===== src/rtl/rcs_pkg.sv =====
// shared constants and types for the reset and clock source control block
package rcs_pkg;
	localparam int unsigned CLK_HZ = 20000000;
	localparam int unsigned CAL_WINDOW_MS = 100;
	localparam longint unsigned CAL_WINDOW_CYC_DEF = longint'(CLK_HZ) / 1000 * CAL_WINDOW_MS;
	localparam int unsigned CAL_VELOCITY = 10000;
	localparam int unsigned CAL_STEPS = 780;
	localparam int ACC_W = 40;
	localparam int POS_W = 32;
	localparam int VEL_W = 23;
	localparam int CHOPPER_OFF_TIME_W = 4;
	localparam int CHOP_CNT_W = 10;
	localparam logic [CHOP_CNT_W-1:0] CHOP_ON_TICKS = 10'h018;
	localparam int OFF_SCALE_SH = 5;
	localparam int ADDR_W = 8;
	localparam logic [ADDR_W-1:0] ADDR_CHOP_CFG = 8'h00;
	localparam logic [ADDR_W-1:0] ADDR_VELOCITY = 8'h04;
	localparam logic [ADDR_W-1:0] ADDR_POSITION = 8'h08;
	localparam logic [ADDR_W-1:0] ADDR_STATUS = 8'h0C;
	localparam int CFG_S2G_EN_BIT = 4;
	localparam logic [CHOPPER_OFF_TIME_W-1:0] CHOPPER_OFF_TIME_RESET = 4'h0;
	localparam logic [VEL_W-1:0] VEL_RESET = 23'h000000;
	localparam logic [31:0] WORD_ZERO = 32'h00000000;

	typedef struct packed {
		logic analog_supply_rail;
		logic regulator_output_rail;
		logic io_supply_rail;
	} rcs_uv_t;

	typedef struct packed {
		logic short_fault;
		logic chopper_on;
		logic ext_clk_sel;
		logic logic_in_reset;
	} rcs_status_t;

	typedef enum logic [1:0] {
		SRC_INTERNAL = 2'b01,
		SRC_EXTERNAL = 2'b10
	} rcs_src_t;
endpackage : rcs_pkg


===== src/rtl/rcs_top.sv =====
// reset hold, clock source selection, clock-scaled chopper and step timing, apb registers
//
// Operation
// - power-on reset loads all register defaults
// - supply undervoltage resets all but the apb handshake and pin synchronisers; core supply unmonitored
// - internal clock until first external rising edge
// - chopper and ramp timing follow selected clock
// - calibration velocity gives 780 steps per 100ms
// - chopper stops without clock; short detect continues
`timescale 1ns/1ps
module rcs_top import rcs_pkg::*; #(
	parameter longint unsigned CAL_WINDOW_CYC = CAL_WINDOW_CYC_DEF
) (
	input wire logic clk,
	input wire logic rstn,
	input wire logic [ADDR_W-1:0] paddr,
	input wire logic psel,
	input wire logic penable,
	input wire logic pwrite,
	input wire logic [31:0] pwdata,
	output logic [31:0] prdata,
	output logic pready,
	output logic pslverr,
	input wire rcs_uv_t supply_uv,
	input wire logic ext_clk_pin,
	input wire logic short_gnd_pin,
	output logic chopper_drive,
	output logic step_pulse,
	output logic logic_rst_n,
	output logic short_gnd_fault
);
	localparam logic [ACC_W-1:0] STEP_THRESH = ACC_W'(CAL_WINDOW_CYC * CAL_VELOCITY);
	localparam logic [ACC_W-1:0] STEP_GAIN = ACC_W'(CAL_STEPS);

	// pin synchronisers; first stage read only by second stage
	rcs_uv_t uv_s1_r, uv_s2_r;
	logic clk_s1_r, clk_s2_r, clk_s3_r;
	logic sg_s1_r, sg_s2_r;
	logic rst_hold_r, rst_hold_nxt;

	always_ff @(posedge clk or negedge rstn) begin
		if (!rstn) begin
			uv_s1_r <= '0;
			uv_s2_r <= '0;
			clk_s1_r <= 1'b0;
			clk_s2_r <= 1'b0;
			clk_s3_r <= 1'b0;
			sg_s1_r <= 1'b0;
			sg_s2_r <= 1'b0;
		end else begin
			uv_s1_r <= supply_uv;
			uv_s2_r <= uv_s1_r;
			clk_s1_r <= ext_clk_pin;
			clk_s2_r <= clk_s1_r;
			clk_s3_r <= clk_s2_r;
			sg_s1_r <= short_gnd_pin;
			sg_s2_r <= sg_s1_r;
		end
	end

	// core supply has no monitor, so only three rails feed the hold
	always_comb begin
		rst_hold_nxt = |uv_s2_r;
	end

	always_ff @(posedge clk or negedge rstn) begin
		if (!rstn) begin
			rst_hold_r <= 1'b1;
		end else begin
			rst_hold_r <= rst_hold_nxt;
		end
	end

	// clock source selection
	rcs_src_t src_r, src_nxt;
	logic ext_rise;
	logic tick;

	always_comb begin
		// edge found on synced samples, so an external clock must stay well below clk/2
		ext_rise = clk_s2_r & ~clk_s3_r;
		src_nxt = src_r;
		if (rst_hold_r) begin
			src_nxt = SRC_INTERNAL;
		end else begin
			case (src_r)
				SRC_INTERNAL: begin
					if (ext_rise) begin
						src_nxt = SRC_EXTERNAL;
					end
				end
				// sticky until reset; a stopped clock does not fall back to the oscillator
				SRC_EXTERNAL: begin
					src_nxt = SRC_EXTERNAL;
				end
				default: begin
					src_nxt = SRC_INTERNAL;
				end
			endcase
		end
		// a stopped external clock gives no ticks, so all timing freezes
		tick = (src_r == SRC_INTERNAL) ? 1'b1 : ext_rise;
	end

	always_ff @(posedge clk or negedge rstn) begin
		if (!rstn) begin
			src_r <= SRC_INTERNAL;
		end else begin
			src_r <= src_nxt;
		end
	end

	// software registers
	logic [CHOPPER_OFF_TIME_W-1:0] chopper_off_time_r, chopper_off_time_nxt;
	logic s2g_en_r, s2g_en_nxt;
	logic [VEL_W-1:0] max_velocity_r, max_velocity_nxt;
	logic [31:0] prdata_nxt;
	logic pready_nxt, pslverr_nxt;
	logic wr_go;
	logic mapped;
	rcs_status_t status;
	logic [POS_W-1:0] pos_r;

	// register select, shared by the read mux and the write path
	function automatic logic reg_hit(input logic [ADDR_W-1:0] addr,
		input logic [ADDR_W-1:0] offs);
		return addr == offs;
	endfunction : reg_hit

	// apb: one wait state, pready rises on the second access cycle
	always_comb begin
		chopper_off_time_nxt = chopper_off_time_r;
		s2g_en_nxt = s2g_en_r;
		max_velocity_nxt = max_velocity_r;
		prdata_nxt = prdata;
		pslverr_nxt = 1'b0;
		// ~pready keeps a held access from being answered twice
		pready_nxt = psel & penable & ~pready;
		wr_go = psel & penable & pready & pwrite;
		status = '{short_fault: short_gnd_fault, chopper_on: chopper_drive,
			ext_clk_sel: (src_r == SRC_EXTERNAL), logic_in_reset: rst_hold_r};
		mapped = 1'b1;
		if (reg_hit(paddr, ADDR_CHOP_CFG)) begin
			prdata_nxt = WORD_ZERO;
			prdata_nxt[CHOPPER_OFF_TIME_W-1:0] = chopper_off_time_r;
			prdata_nxt[CFG_S2G_EN_BIT] = s2g_en_r;
		end else if (reg_hit(paddr, ADDR_VELOCITY)) begin
			prdata_nxt = {{(32-VEL_W){1'b0}}, max_velocity_r};
		end else if (reg_hit(paddr, ADDR_POSITION)) begin
			prdata_nxt = pos_r;
		end else if (reg_hit(paddr, ADDR_STATUS)) begin
			prdata_nxt = {{(32-$bits(rcs_status_t)){1'b0}}, status};
		end else begin
			prdata_nxt = WORD_ZERO;
			mapped = 1'b0;
		end
		if (!(psel & penable & ~pready)) begin
			prdata_nxt = prdata;
		end else begin
			pslverr_nxt = ~mapped;
		end
		if (wr_go) begin
			if (reg_hit(paddr, ADDR_CHOP_CFG)) begin
				chopper_off_time_nxt = pwdata[CHOPPER_OFF_TIME_W-1:0];
				s2g_en_nxt = pwdata[CFG_S2G_EN_BIT];
			end else if (reg_hit(paddr, ADDR_VELOCITY)) begin
				max_velocity_nxt = pwdata[VEL_W-1:0];
			end
		end
		if (rst_hold_r) begin
			chopper_off_time_nxt = CHOPPER_OFF_TIME_RESET;
			s2g_en_nxt = 1'b0;
			max_velocity_nxt = VEL_RESET;
		end
	end

	always_ff @(posedge clk or negedge rstn) begin
		if (!rstn) begin
			chopper_off_time_r <= CHOPPER_OFF_TIME_RESET;
			s2g_en_r <= 1'b0;
			max_velocity_r <= VEL_RESET;
			prdata <= WORD_ZERO;
			pready <= 1'b0;
			pslverr <= 1'b0;
		end else begin
			chopper_off_time_r <= chopper_off_time_nxt;
			s2g_en_r <= s2g_en_nxt;
			max_velocity_r <= max_velocity_nxt;
			prdata <= prdata_nxt;
			pready <= pready_nxt;
			pslverr <= pslverr_nxt;
		end
	end

	// chopper: fixed on time, off time from chopper_off_time, both in ticks
	logic [CHOP_CNT_W-1:0] chop_cnt_r, chop_cnt_nxt;
	logic chop_drv_nxt;
	logic [CHOP_CNT_W-1:0] off_ticks;

	// true on the last tick of a phase that lasts len ticks
	function automatic logic phase_end(input logic [CHOP_CNT_W-1:0] cnt,
		input logic [CHOP_CNT_W-1:0] len);
		return cnt >= len - 1'b1;
	endfunction : phase_end

	always_comb begin
		off_ticks = CHOP_CNT_W'({chopper_off_time_r, {OFF_SCALE_SH{1'b0}}});
		chop_cnt_nxt = chop_cnt_r;
		// with no ticks the drive level freezes, hence the host disables it first
		chop_drv_nxt = chopper_drive;
		if (rst_hold_r || chopper_off_time_r == CHOPPER_OFF_TIME_RESET) begin
			chop_cnt_nxt = '0; // zero off time disables the driver
			chop_drv_nxt = 1'b0;
		end else if (tick) begin
			if (chopper_drive && phase_end(chop_cnt_r, CHOP_ON_TICKS)) begin
				chop_cnt_nxt = '0;
				chop_drv_nxt = 1'b0;
			end else if (!chopper_drive && phase_end(chop_cnt_r, off_ticks)) begin
				chop_cnt_nxt = '0;
				chop_drv_nxt = 1'b1;
			end else begin
				chop_cnt_nxt = chop_cnt_r + 1'b1;
			end
		end
	end

	always_ff @(posedge clk or negedge rstn) begin
		if (!rstn) begin
			chop_cnt_r <= '0;
			chopper_drive <= 1'b0;
		end else begin
			chop_cnt_r <= chop_cnt_nxt;
			chopper_drive <= chop_drv_nxt;
		end
	end

	// step rate: max_velocity*780 per tick against window*10000 threshold
	logic [ACC_W-1:0] acc_r, acc_nxt, acc_sum;
	logic [POS_W-1:0] pos_nxt;
	logic step_nxt;

	always_comb begin
		acc_sum = acc_r + ACC_W'(max_velocity_r) * STEP_GAIN;
		acc_nxt = acc_r;
		pos_nxt = pos_r;
		step_nxt = 1'b0;
		if (rst_hold_r) begin
			acc_nxt = '0;
			pos_nxt = '0;
		end else if (tick) begin
			if (acc_sum >= STEP_THRESH) begin
				acc_nxt = acc_sum - STEP_THRESH;
				// one step per tick at most; excess dropped so a slow-down acts at once
				if (acc_nxt >= STEP_THRESH) begin
					acc_nxt = '0;
				end
				pos_nxt = pos_r + 1'b1;
				step_nxt = 1'b1;
			end else begin
				acc_nxt = acc_sum;
			end
		end
	end

	always_ff @(posedge clk or negedge rstn) begin
		if (!rstn) begin
			acc_r <= '0;
			pos_r <= '0;
			step_pulse <= 1'b0;
		end else begin
			acc_r <= acc_nxt;
			pos_r <= pos_nxt;
			step_pulse <= step_nxt;
		end
	end

	// short detect needs no tick, only the enable
	logic sg_fault_nxt;
	logic rst_n_nxt;

	always_comb begin
		sg_fault_nxt = s2g_en_r & sg_s2_r;
		rst_n_nxt = ~rst_hold_r;
	end

	always_ff @(posedge clk or negedge rstn) begin
		if (!rstn) begin
			short_gnd_fault <= 1'b0;
			logic_rst_n <= 1'b0;
		end else begin
			short_gnd_fault <= sg_fault_nxt;
			logic_rst_n <= rst_n_nxt;
		end
	end
endmodule : rcs_top


===== config.mk =====
export PLATFORM = sky130hd
export DESIGN_NAME = rcs_top
export DESIGN_NICKNAME = d
export VERILOG_FILES = /design/src/rtl/rcs_pkg.sv /design/src/rtl/rcs_top.sv
export SDC_FILE = /design/constraint.sdc
export NUM_CORES = 1
export LEC_CHECK = 0
export BUFFER_PORTS_ARGS = -buffer_cell sky130_fd_sc_hd__clkbuf_2
export CAP_MARGIN = 15
export CORE_MARGIN = 2
export CORE_UTILIZATION = 40
export DETAILED_ROUTE_END_ITERATION = 16
export PLACE_DENSITY_LB_ADDON = 0.12
export SETUP_SLACK_MARGIN = 0.4
export SYNTH_ARGS = -nofsm -noshare
export SYNTH_HDL_FRONTEND = slang
export SYNTH_SLANG_ARGS = --single-unit
export TNS_END_PERCENT = 50

===== constraint.sdc =====
create_clock -name clk -period 24.6 [get_ports clk]
set_input_delay 6.15 -clock clk [delete_from_list [all_inputs] [get_ports clk]]
set_output_delay 6.15 -clock clk [all_outputs]
set_load 0.005 [all_outputs]

---- Yosys cells after proc, flatten, opt, wreduce, memory -nomap -nowiden ----
Index checks and enable logic that the tools add are counted.
operators by class
  equality and inequality tests ........... 7
  magnitude comparators ................... 4
  bitwise operators ....................... 10
  reduce and logical (&&, ||, !) cells .... 18
  divide/modulo/power cells ............... 0
  multiply operators ...................... 1
  multiplexer cells ....................... 41
  shift-type cells ........................ 0
  $add $sub $neg .......................... 5
operator list
  kind                                                                                   count
  32-bit 2-to-1 mux                                                                      6
  40-bit 2-to-1 mux                                                                      4
  23-bit 2-to-1 mux                                                                      4
  40-bit by 35-bit greater-or-equal comparator with 1-bit output, second input constant  2
  40-bit by 33-bit adder with 40-bit output                                              1
  10-bit 2-to-1 mux                                                                      4
  40-bit by 35-bit subtractor with 40-bit output, second input constant                  1
  32-bit by 1-bit adder with 32-bit output, second input constant                        1
  23-bit by 8-bit multiplier with 31-bit output, second input constant                   1
  8-bit by 4-bit equality test with 1-bit output, second input constant                  2
  1-bit 2-to-1 mux                                                                       16
  4-bit 2-to-1 mux                                                                       4
  2-bit nonzero test                                                                     6
  10-bit by 1-bit adder with 10-bit output, second input constant                        1
  10-bit greater-or-equal comparator                                                     1
  10-bit by 5-bit greater-or-equal comparator with 1-bit output, second input constant   1
  9-bit by 1-bit subtractor with 10-bit output, second input constant                    1
  8-bit by 3-bit equality test with 1-bit output, second input constant                  1
  8-bit zero test                                                                        1
  1-bit bitwise AND                                                                      6
  2-bit AND reduction                                                                    3
  4-bit zero test                                                                        1
  2-bit 2-to-1 mux                                                                       2
  1-bit inverter                                                                         4
  other kinds (11)                                                                       12
word-level totals
  register bits ........................... 162
  memory bits (read-only) ................. 0
  memory bits (writable) .................. 0
  input bits .............................. 50
  word-level logic and storage cells ...... 112
  output and inout port bits .............. 38
  bits in latches ......................... 0
  memories ................................ 0

---- Longest topological paths before layout ----
Gate-level depths: netlist of run 1.
  word-level depth ........................ 8
  gate-level depth with buffers ........... 36
  depth with buffers taken out ............ 33

---- Worst setup path after synthesis of run 1 ----
No wires, ideal clock.
  path kind ............................... reg2reg
  start ................................... register max_velocity_r[2]
  end ..................................... register acc_r[10]
  required time ........................... 24.479 ns
  stages on the path, launching flop included .. 35
  period minus slack after synthesis ...... 7.993 ns
  arrival ................................. 7.872 ns
  path buffers ............................ 2
  slack ................................... 16.607 ns
  setup time .............................. 0.121 ns
  cell sequence ........................... dfrtp_1 -> ha_1 -> ha_1 -> fa_1 -> inv_1 -> fa_1 -> inv_1 -> ha_1 -> or2_2 -> a21oi_1 -> o31ai_1 -> nor4_1 -> o41a_1 -> o21ai_0 -> nand3_1 -> nand2_1 -> a21oi_1 -> xnor2_1 -> ha_1 -> buf_2 -> and2_1 -> and3_1 -> nor4bb_1 -> a21boi_1 -> nor4_1 -> nand4b_4 -> o21bai_1 -> or4_1 -> o41ai_2 -> a2111o_1 -> o31ai_1 -> o211ai_1 -> a211oi_4 -> buf_6 -> a22o_1
on the way
  word-level cells in the longest chain between the ends .. 8
  elaborated cells between the ends (all ways) .. 9
  classes of those cells .................. add/sub (2); mul (1); order compare (2); mux (4)
ends and longest elaborated chain
  item                                                            line            RTL
  from (decl)                                                     rcs_top.sv:116  logic [VEL_W-1:0] max_velocity_r, max_velocity_nxt;
  from (signal assigned)                                          rcs_top.sv:188  max_velocity_r <= max_velocity_nxt;
  23-bit by 8-bit multiplier with 31-bit output (*)               rcs_top.sv:243  acc_sum = acc_r + ACC_W'(max_velocity_r) * STEP_GAIN;
  40-bit by 33-bit adder with 40-bit output (*)                   rcs_top.sv:243
  40-bit by 35-bit subtractor with 40-bit output                  rcs_top.sv:252  acc_nxt = acc_sum - STEP_THRESH;
  40-bit by 35-bit greater-or-equal comparator with 1-bit output  rcs_top.sv:254  if (acc_nxt >= STEP_THRESH) begin
  40-bit 2-to-1 mux                                               rcs_top.sv:254
  40-bit 2-to-1 mux (*)                                           rcs_top.sv:251  if (acc_sum >= STEP_THRESH) begin
  40-bit 2-to-1 mux (*)                                           rcs_top.sv:250  end else if (tick) begin
  40-bit 2-to-1 mux (*)                                           rcs_top.sv:247  if (rst_hold_r) begin
  to (signal assigned)                                            rcs_top.sv:271  acc_r <= acc_nxt;
  to (decl)                                                       rcs_top.sv:238  logic [ACC_W-1:0] acc_r, acc_nxt, acc_sum;
Every way passes the cells marked *; elsewhere a longest branch is shown, timed or not. The select of a mux whose other input is x is not followed.
A chain may end at the register's enable or synchronous reset.

---- Worst setup path after layout of run 1 ----
  start ................................... register max_velocity_r[2]
  end ..................................... register acc_r[4]
The elaborated chain is that of the path after synthesis.

==> results, run 1 <==
- The final worst-path cycle share is a little over 40%.
- The routed design could run at a clock period as short as between 10 and 15 ns.
- The maximum clock frequency is 100 MHz.
- The biggest fanout along the worst timing path is 20.
- The minimum hold slack is between 0.3 and 0.4 ns.
- The actual slew at the worst max-slew pin is 1.05 ns.
- The total chip power is between 500 and 600 uW.
- The number of I/O pins is slightly below 90.
- The leading cell type in the layout, fill and taps excluded is sky130_fd_sc_hd__nand2_1.
- Summed over all layers, the routed wires come to 34900 um.
- After routing the design area is 14900 sq um.
- Port buffering added 78 buffers.
- For this run, the total global-route usage over all layers was measured as 20.2%.
- The net count after synthesis is around 1.8k.
- Counting the fill cells in the layout gives around 3.4k.
- The worst hold path belongs to the class reg2reg.
- After clock tree synthesis, the setup repair step added 0 buffers.
- The via-per-instance ratio is 5.49.
- Hold repair after CTS inserted 0 buffers.
- Counting stages on the worst path, the most repeated cell is sky130_fd_sc_hd__ha_1.
- The clock tree root driver cell is sky130_fd_sc_hd__clkbuf_16.
- Synthesis inferred 160 register bits.
- The area after detailed placement is 14200 sq um.
- The max-slew violation count is 0.
- Before antenna repair, the detailed router went through 5 iterations.
- The data arrival time of the worst path is 10.38 ns.
- After detailed routing, the average wire length per cell comes to 17.0 um.
- Counting every instance in the synthesized netlist gives between 1.5k and 2k.
- The worst path required time is 24.98 ns.
- The synthesis-to-finish area growth is 10.1%.
- The final-report setup violation count is 0.
- The worst-case IR drop observed on VDD is between 50 and 60 uV.
- In this run the deepest clock path goes through 2 buffers.
- The flow ran to the end, and the final reports show no timing, DRC or antenna violations.
- The synthesis warning total is 0.
- The relative slew slack is 29.6%.
- The floorplan step set the die height to 188 um.
- In this run the remaining antenna-violating nets after routing total 0.
- After layout, the worst setup slack is 14.60 ns.
- The sequential cell area fraction in the yosys report is 29.7%.
- The total overflow left after global routing is 0.
- After synthesis, the netlist uses 87 different library cells.
- The violation count after the first detailed-route iteration is 642.
- The type of the setup path with the least slack is reg2reg.
- The routed layout has 11.2k vias.
- Adding up every negative setup slack in the final design gives 0 ns.
- The layout cell share with drive strength beyond 1 is between 10% and 20%.
- The largest individual stage delay along the critical path comes from the cell sky130_fd_sc_hd__a2111o_1.
- For the worst-skew pair, the clock arrives at the later sink with an insertion delay of 0.45 ns.
- The CTS sink count is between 150 and 200.
- The leakage power is slightly above 0.007 uW.
- The delay of the slowest critical-path stage is 0.71 ns.
- Across the routed clock network, the largest skew measured is 0.00986 ns.
- For this run, the post-layout net count is 1802.
- The final antenna diode count is 0.
- The multi-input combinational cells in the finished layout cover a total of 8770 sq um.
- The register area is ~4000 sq um.
- The worst-case reg-to-reg path depth is 33.
- STA classifies the critical path endpoint as a flop.
- The CTS clock-pin slew for the worst setup and hold paths is 0.07 ns.
- The initial standard-cell utilization of the core is roughly two fifths.
- After detailed routing, the number of remaining DRC violations is 0.
- The initial antenna violation count came to 0.
- Counting flops with an async set or reset pin after synthesis yields a share of 100%.
- The number of levels in the clock H-tree is 4.
- Setup repair after global routing left no endpoint under its margin.
- The number of max-cap violations is 0.
- The clock tree from TritonCTS is built.
- The number of buffers created by CTS is 17.
- The first global-routing pass estimated 57700 um of wire.
- A synthesized cell averages 8.72 sq um.
- The worst setup path is launched from a flop.
- The mapped netlist covers 13500 sq um.
- The number of endpoints with negative hold slack in the final report is 0.
- After floorplanning, the core was sized to cover 33400 sq um.
- The number of flops mapped to enable cells by yosys is 0.
- The die is 188 um wide.
- In the layout the commonest cells are 171 x sky130_fd_sc_hd__nand2_1, 158 x sky130_fd_sc_hd__dfrtp_1, 133 x sky130_fd_sc_hd__ha_1, 119 x sky130_fd_sc_hd__inv_1, 102 x sky130_fd_sc_hd__nor2_1.
- The total power density per cell area is around 38 nW/um^2.
- The die covers 35200 sq um.
- The number of global-route vias before repair came to 11.1k.
- At the placement stage, the worst setup path has a slack of 14.61 ns.
- The primary flip-flop cell chosen by synthesis mapping is sky130_fd_sc_hd__dfrtp_1.
- Detailed placement ended at an HPWL of 26700 um.
- The number of gates resized after CTS is 0.
- The routability-driven placement congestion ratio is 0.853.
- Entering global routing, the biggest net connects 88 pins.
- The worst hold path passes through 0 cells.
- The number of rows created at floorplan is between 60 and 70.
stage by stage:
step	utilization, %	instances
CTS	44.5	2047
global route	44.5	2047
floorplan	-	1548
detailed placement	42.7	2015
global placement	42.7	2015
finish	44.5	2047
report_power, final:
part	total (uW)	internal (uW)	leakage, uW	switching (uW)
logic	16.6	4.11	0.00467	12.5
registers	265	264	0.00220	0.440
clock network	281	158	0.000297	123
total	562	427	0.00717	136
metal layers:
layer	vias to the layer above	part of all wire, %	global-route usage [%]
met4	0	1.5	5.03
met5	-	0	0
met3	25	3.2	3.48
met1	5460	49	28.1
met2	164	46	32.6
li1	5592	-	-
registers in the layout, indices dropped and copies added (netlist names), 2 cells and up:
register,count
prdata,32
max_velocity_r,23
chopper_off_time_r,4
pos_r,32
uv_s1_r,3
uv_s2_r,3
chop_cnt_r,10
src_r,2
acc_r,38
cell type report:
| cell class | count | area share [%] |
|---|---|---|
| Multi-Input combinational cell | 1200 | 59.0 |
| Sequential cell | 160 | 27.0 |
| Tap cell | 448 | 3.77 |
| Timing Repair Buffer | 87 | 3.12 |
| Clock buffer | 20 | 3.07 |
| Inverter | 120 | 3.03 |
| Clock inverter | 12 | 1.01 |
critical path: cells and delay by family, from the launching register on:
kind	cells	cell delay, ns
buffers and inverters	3	0.50
adder cells (fa/ha/maj)	6	2.45
flip-flops	1	0.43
AND/OR/NAND/NOR	9	1.63
XOR/XNOR	2	0.44
AO/OA/AOI/OAI	13	4.43
worst paths after layout:
check,start,endpoint,slack [ns]
max in group asynchronous,rstn,prdata[8]$_DFFE_PN0P_,17.38
min reg2reg,clk_s1_r$_DFF_PN0_,clk_s2_r$_DFF_PN0_,0.35
max reg2reg,max_velocity_r[2]$_DFFE_PN0P_,acc_r[4]$_DFFE_PN0P_,14.60
min,clk_s1_r$_DFF_PN0_,clk_s2_r$_DFF_PN0_,0.35
max,max_velocity_r[2]$_DFFE_PN0P_,acc_r[4]$_DFFE_PN0P_,14.60
min in group asynchronous,rstn,acc_r[32]$_DFFE_PN0P_,5.72
synth_stat cells (all sizes together), types with 11 or more instances:
master	n	area, sq um
a21o	18	150
a21oi	94	478
a22o	37	324
a22oi	19	143
and2	20	125
and3	39	244
buf	13	88.8
clkbuf	55	208
dfrtp	158	3950
fa	33	661
ha	133	1660
inv	120	450
nand2	171	642
nand2b	14	87.6
nand3	57	285
nand4	25	156
nor2	102	383
nor3	26	130
nor4	12	75.1
o211ai	16	120
o21a	11	82.6
o21ai	81	420
o21bai	11	82.6
o31ai	15	113
or3	17	116
xnor2	61	534
xor2	51	447
kinds of logic (layout without fill, tap and decap cells):
group                    Yosys count  after routing  synth area share (%)
buffers and inverters            188            239                  5.54
flip-flops                       160            160                  29.7
AO/OA/AOI/OAI                    378            378                  19.4
AND/OR/NAND/NOR                  529            529                  19.4
multiplexers                      15             15                  1.49
XOR/XNOR                         112            112                  7.27
adder cells (fa/ha/maj)          166            166                  17.2
Note: power is estimated with default switching activity, not from simulation.
==> run 2, diff against run 1 <==
==> constraint.sdc (replaced) <==
create_clock -name clk -period 8.46 [get_ports clk]
set_input_delay 2.115 -clock clk [delete_from_list [all_inputs] [get_ports clk]]
set_output_delay 2.115 -clock clk [all_outputs]
set_load 0.005 [all_outputs]
==> results, run 2 (synthesized netlist as in run 1, its figures left out) <==
- The flow ran to the end, and the final reports show no timing, DRC or antenna violations.
- The final antenna diode count is 0 (unchanged).
- The shortest clock period the worst path allows after layout is 7.97 ns (-2.03 ns).
- The number of buffer cells added on primary ports is 78 (unchanged).
- The number of endpoints with negative hold slack in the final report is 0 (unchanged).
- The core region area is 33400 sq um (unchanged).
- The number of I/O pins was 88 (unchanged).
- The biggest fanout along the worst timing path came to 8 (-60%).
- The final worst-path cycle share is 94.2% (+54 points).
- The max-slew violation count is 0 (unchanged).
- The number of flip-flops under the largest register name was 38 (unchanged).
- The post-route cell area came to 16400 sq um (+10%).
- The kind of start point of the critical path is a flop.
- Counting flops per register, the top entry is acc_r.
- The number of buffers created by CTS is 17 (unchanged).
- The leakage power is 0.00774 uW (+7.9%).
- The area after detailed placement is 14800 sq um (+3.6%).
- The wire length of the first global-routing pass is 60400 um (+4.6%).
- Leaving out fill and tap cells, the most frequent cell in the layout is sky130_fd_sc_hd__nand2_1.
- The total power density per cell area is 99.2 nW/um^2 (+160%).
- The number of buffers between clock root and the deepest sink was 2 (unchanged).
- The sum of net half-perimeters after detailed placement came to 28000 um (+5.0%).
- The delay of the slowest critical-path stage was 0.58 ns (-0.13 ns).
- The final-report setup violation count came to 0 (unchanged).
- The data arrival time of the worst path is 8.32 ns (-2.06 ns).
- The first-pass detailed-route iteration total was 6 (+1).
- The net count reported at finish is 1904 (+5.7%).
- The total global routing overflow came to 0 (unchanged).
- The total detailed-routing wirelength is 38100 um (+9.2%).
- The remaining antenna violation count after routing is 0 (unchanged).
- Setup repair after global routing could not meet its margin everywhere.
- Leaving out fill and tap cells, the most frequent cells in the layout are 169 x sky130_fd_sc_hd__nand2_1, 152 x sky130_fd_sc_hd__dfrtp_1, 112 x sky130_fd_sc_hd__inv_1, 109 x sky130_fd_sc_hd__ha_1, 99 x sky130_fd_sc_hd__nor2_1.
- TritonCTS built the clock tree.
- The maximum number of pins on one net before global-route repair is 88 (unchanged).
- The aggregate global-route resource usage is 21.3% (+1.1 points).
- The actual slew at the worst max-slew pin was 1.31 ns (+0.257 ns).
- The violation count after the first detailed-route iteration is 630 (-1.9%).
- The CTS clock-pin slew for the worst setup and hold paths is 0.08 ns (about the same).
- The via-per-instance ratio was 5.51 (+0.42%).
- The residual DRC count is 0 (unchanged).
- The CTS sink count is 160 (unchanged).
- The routed length per placed instance is 17.7 um (+4.0%).
- The number of max-cap violations was 0 (unchanged).
- The share of the core filled with cells is 49.2% (+4.6 points).
- The maximum clock frequency is 125 MHz (+25%).
- The number of global-route vias before repair is 11.5k (+3.5%).
- Compared with the post-synthesis result, the final layout area differs by 21.6%.
- The insertion delay to the later sink of the worst-skew pair is 0.45 ns (about the same).
- For this design, the slowest cell found on the critical path is sky130_fd_sc_hd__or4_4.
- The detailed-route via count is 11.9k (+5.4%).
- The count of filler cells inserted in the layout is 3233 (-5.4%).
- The register-to-register setup slack is 0.49 ns (-14.11 ns).
- The number of levels in the clock H-tree is 4 (unchanged).
- The largest registers in the layout are acc_r x38, pos_r x32, prdata x32.
- The post-route clock skew is 0.0126 ns (+0.00272 ns).
- The peak supply drop is 151 uV (+180%).
- The die footprint was 35200 sq um (unchanged).
- The element type at the critical path end is a flop.
- The die height is 188 um (unchanged).
- The min-delay analysis places its worst path in the category reg2reg.
- The number of rows created at floorplan came to 67 (unchanged).
- The type of the setup path with the least slack is reg2reg.
- The initial antenna violation count was 0 (unchanged).
- The initial standard-cell utilization of the core is 40.4% (unchanged).
- The worst path required time is 8.81 ns (-16.17 ns).
- The relative slew slack is 12.3% (-17 points).
- The layout cell share with drive strength beyond 1 is 21.2% (+11 points).
- The routability-driven placement congestion ratio is 0.886 (+3.8%).
- CTS placed an instance of sky130_fd_sc_hd__clkbuf_16 at the clock tree root.
- The minimum hold slack came to 0.352 ns (+0.000246 ns).
- The floorplan die width came to 188 um (unchanged).
run 2: report_power, final:
| part | internal, uW | switching [uW] | total, uW | leakage [uW] |
|---|---|---|---|---|
| registers | 768 | 1.18 | 770 | 0.00219 |
| clock network | 423 | 381 | 804 | 0.000287 |
| logic | 15.6 | 37.7 | 53.3 | 0.00526 |
| total | 1210 | 419 | 1630 | 0.00774 |
run 2: worst max-delay path: cells and delay by family (launching register included):
family | cells | cell delay (ns)
compound gates | 14 | 2.73
xor+xnor | 1 | 0.23
fa+ha+maj | 6 | 2.07
buf+inv | 11 | 1.37
flops | 1 | 0.47
simple gates | 4 | 1.01
run 2: cell type report:
cell class,instances,area [sq um],area share [%]
inverters,120,453,2.76
clock inverters,14,166,1.01
clock buffers,18,429,2.62
multi-input cells,1200,9450,57.6
well taps,448,561,3.42
flip-flops and latches,160,4010,24.5
repair buffers,189,1330,8.10
run 2: path summary, 6_finish.rpt:
check,start,endpoint,depth (start not counted)
min,clk_s1_r$_DFF_PN0_,clk_s2_r$_DFF_PN0_,0
min in group asynchronous,rstn,acc_r[30]$_DFFE_PN0P_,1
max reg2reg,max_velocity_r[6]$_DFFE_PN0P_,acc_r[31]$_DFFE_PN0P_,36
min reg2reg,clk_s1_r$_DFF_PN0_,clk_s2_r$_DFF_PN0_,0
max,max_velocity_r[6]$_DFFE_PN0P_,acc_r[31]$_DFFE_PN0P_,36
max in group asynchronous,rstn,max_velocity_r[5]$_DFFE_PN0P_,2
run 2: metrics by stage:
step / setup slack, ns / TNS [ns] / cells / power [uW]
floorplan: 0.467 / 0 / 1548 / 802
global placement: 0.00699 / 0 / 2080 / 835
detailed placement: -0.0911 / -0.648 / 2080 / 835
CTS: 0.406 / 0 / 2124 / 1650
global route: 0.192 / 0 / 2149 / 1680
finish: 0.488 / 0 / 2149 / 1630
run 2: layer usage:
layer  vias to the layer above  wire [um]  track usage (%)
met5                         -          0                0
met4                         0        639             5.69
met1                      5804      18500             30.4
met3                        38       1220             3.20
met2                       211      17700             33.6
li1                       5798          -                -
run 2: repair_timing:
action                     4_1_cts  5_1_grt
resized for setup               34      110
setup endpoints to repair       66       66
pin swaps                       16       82
hold buffers                     0        0
buffers inserted                11       22
hold endpoints to repair         0        0
gates cloned                     1        3
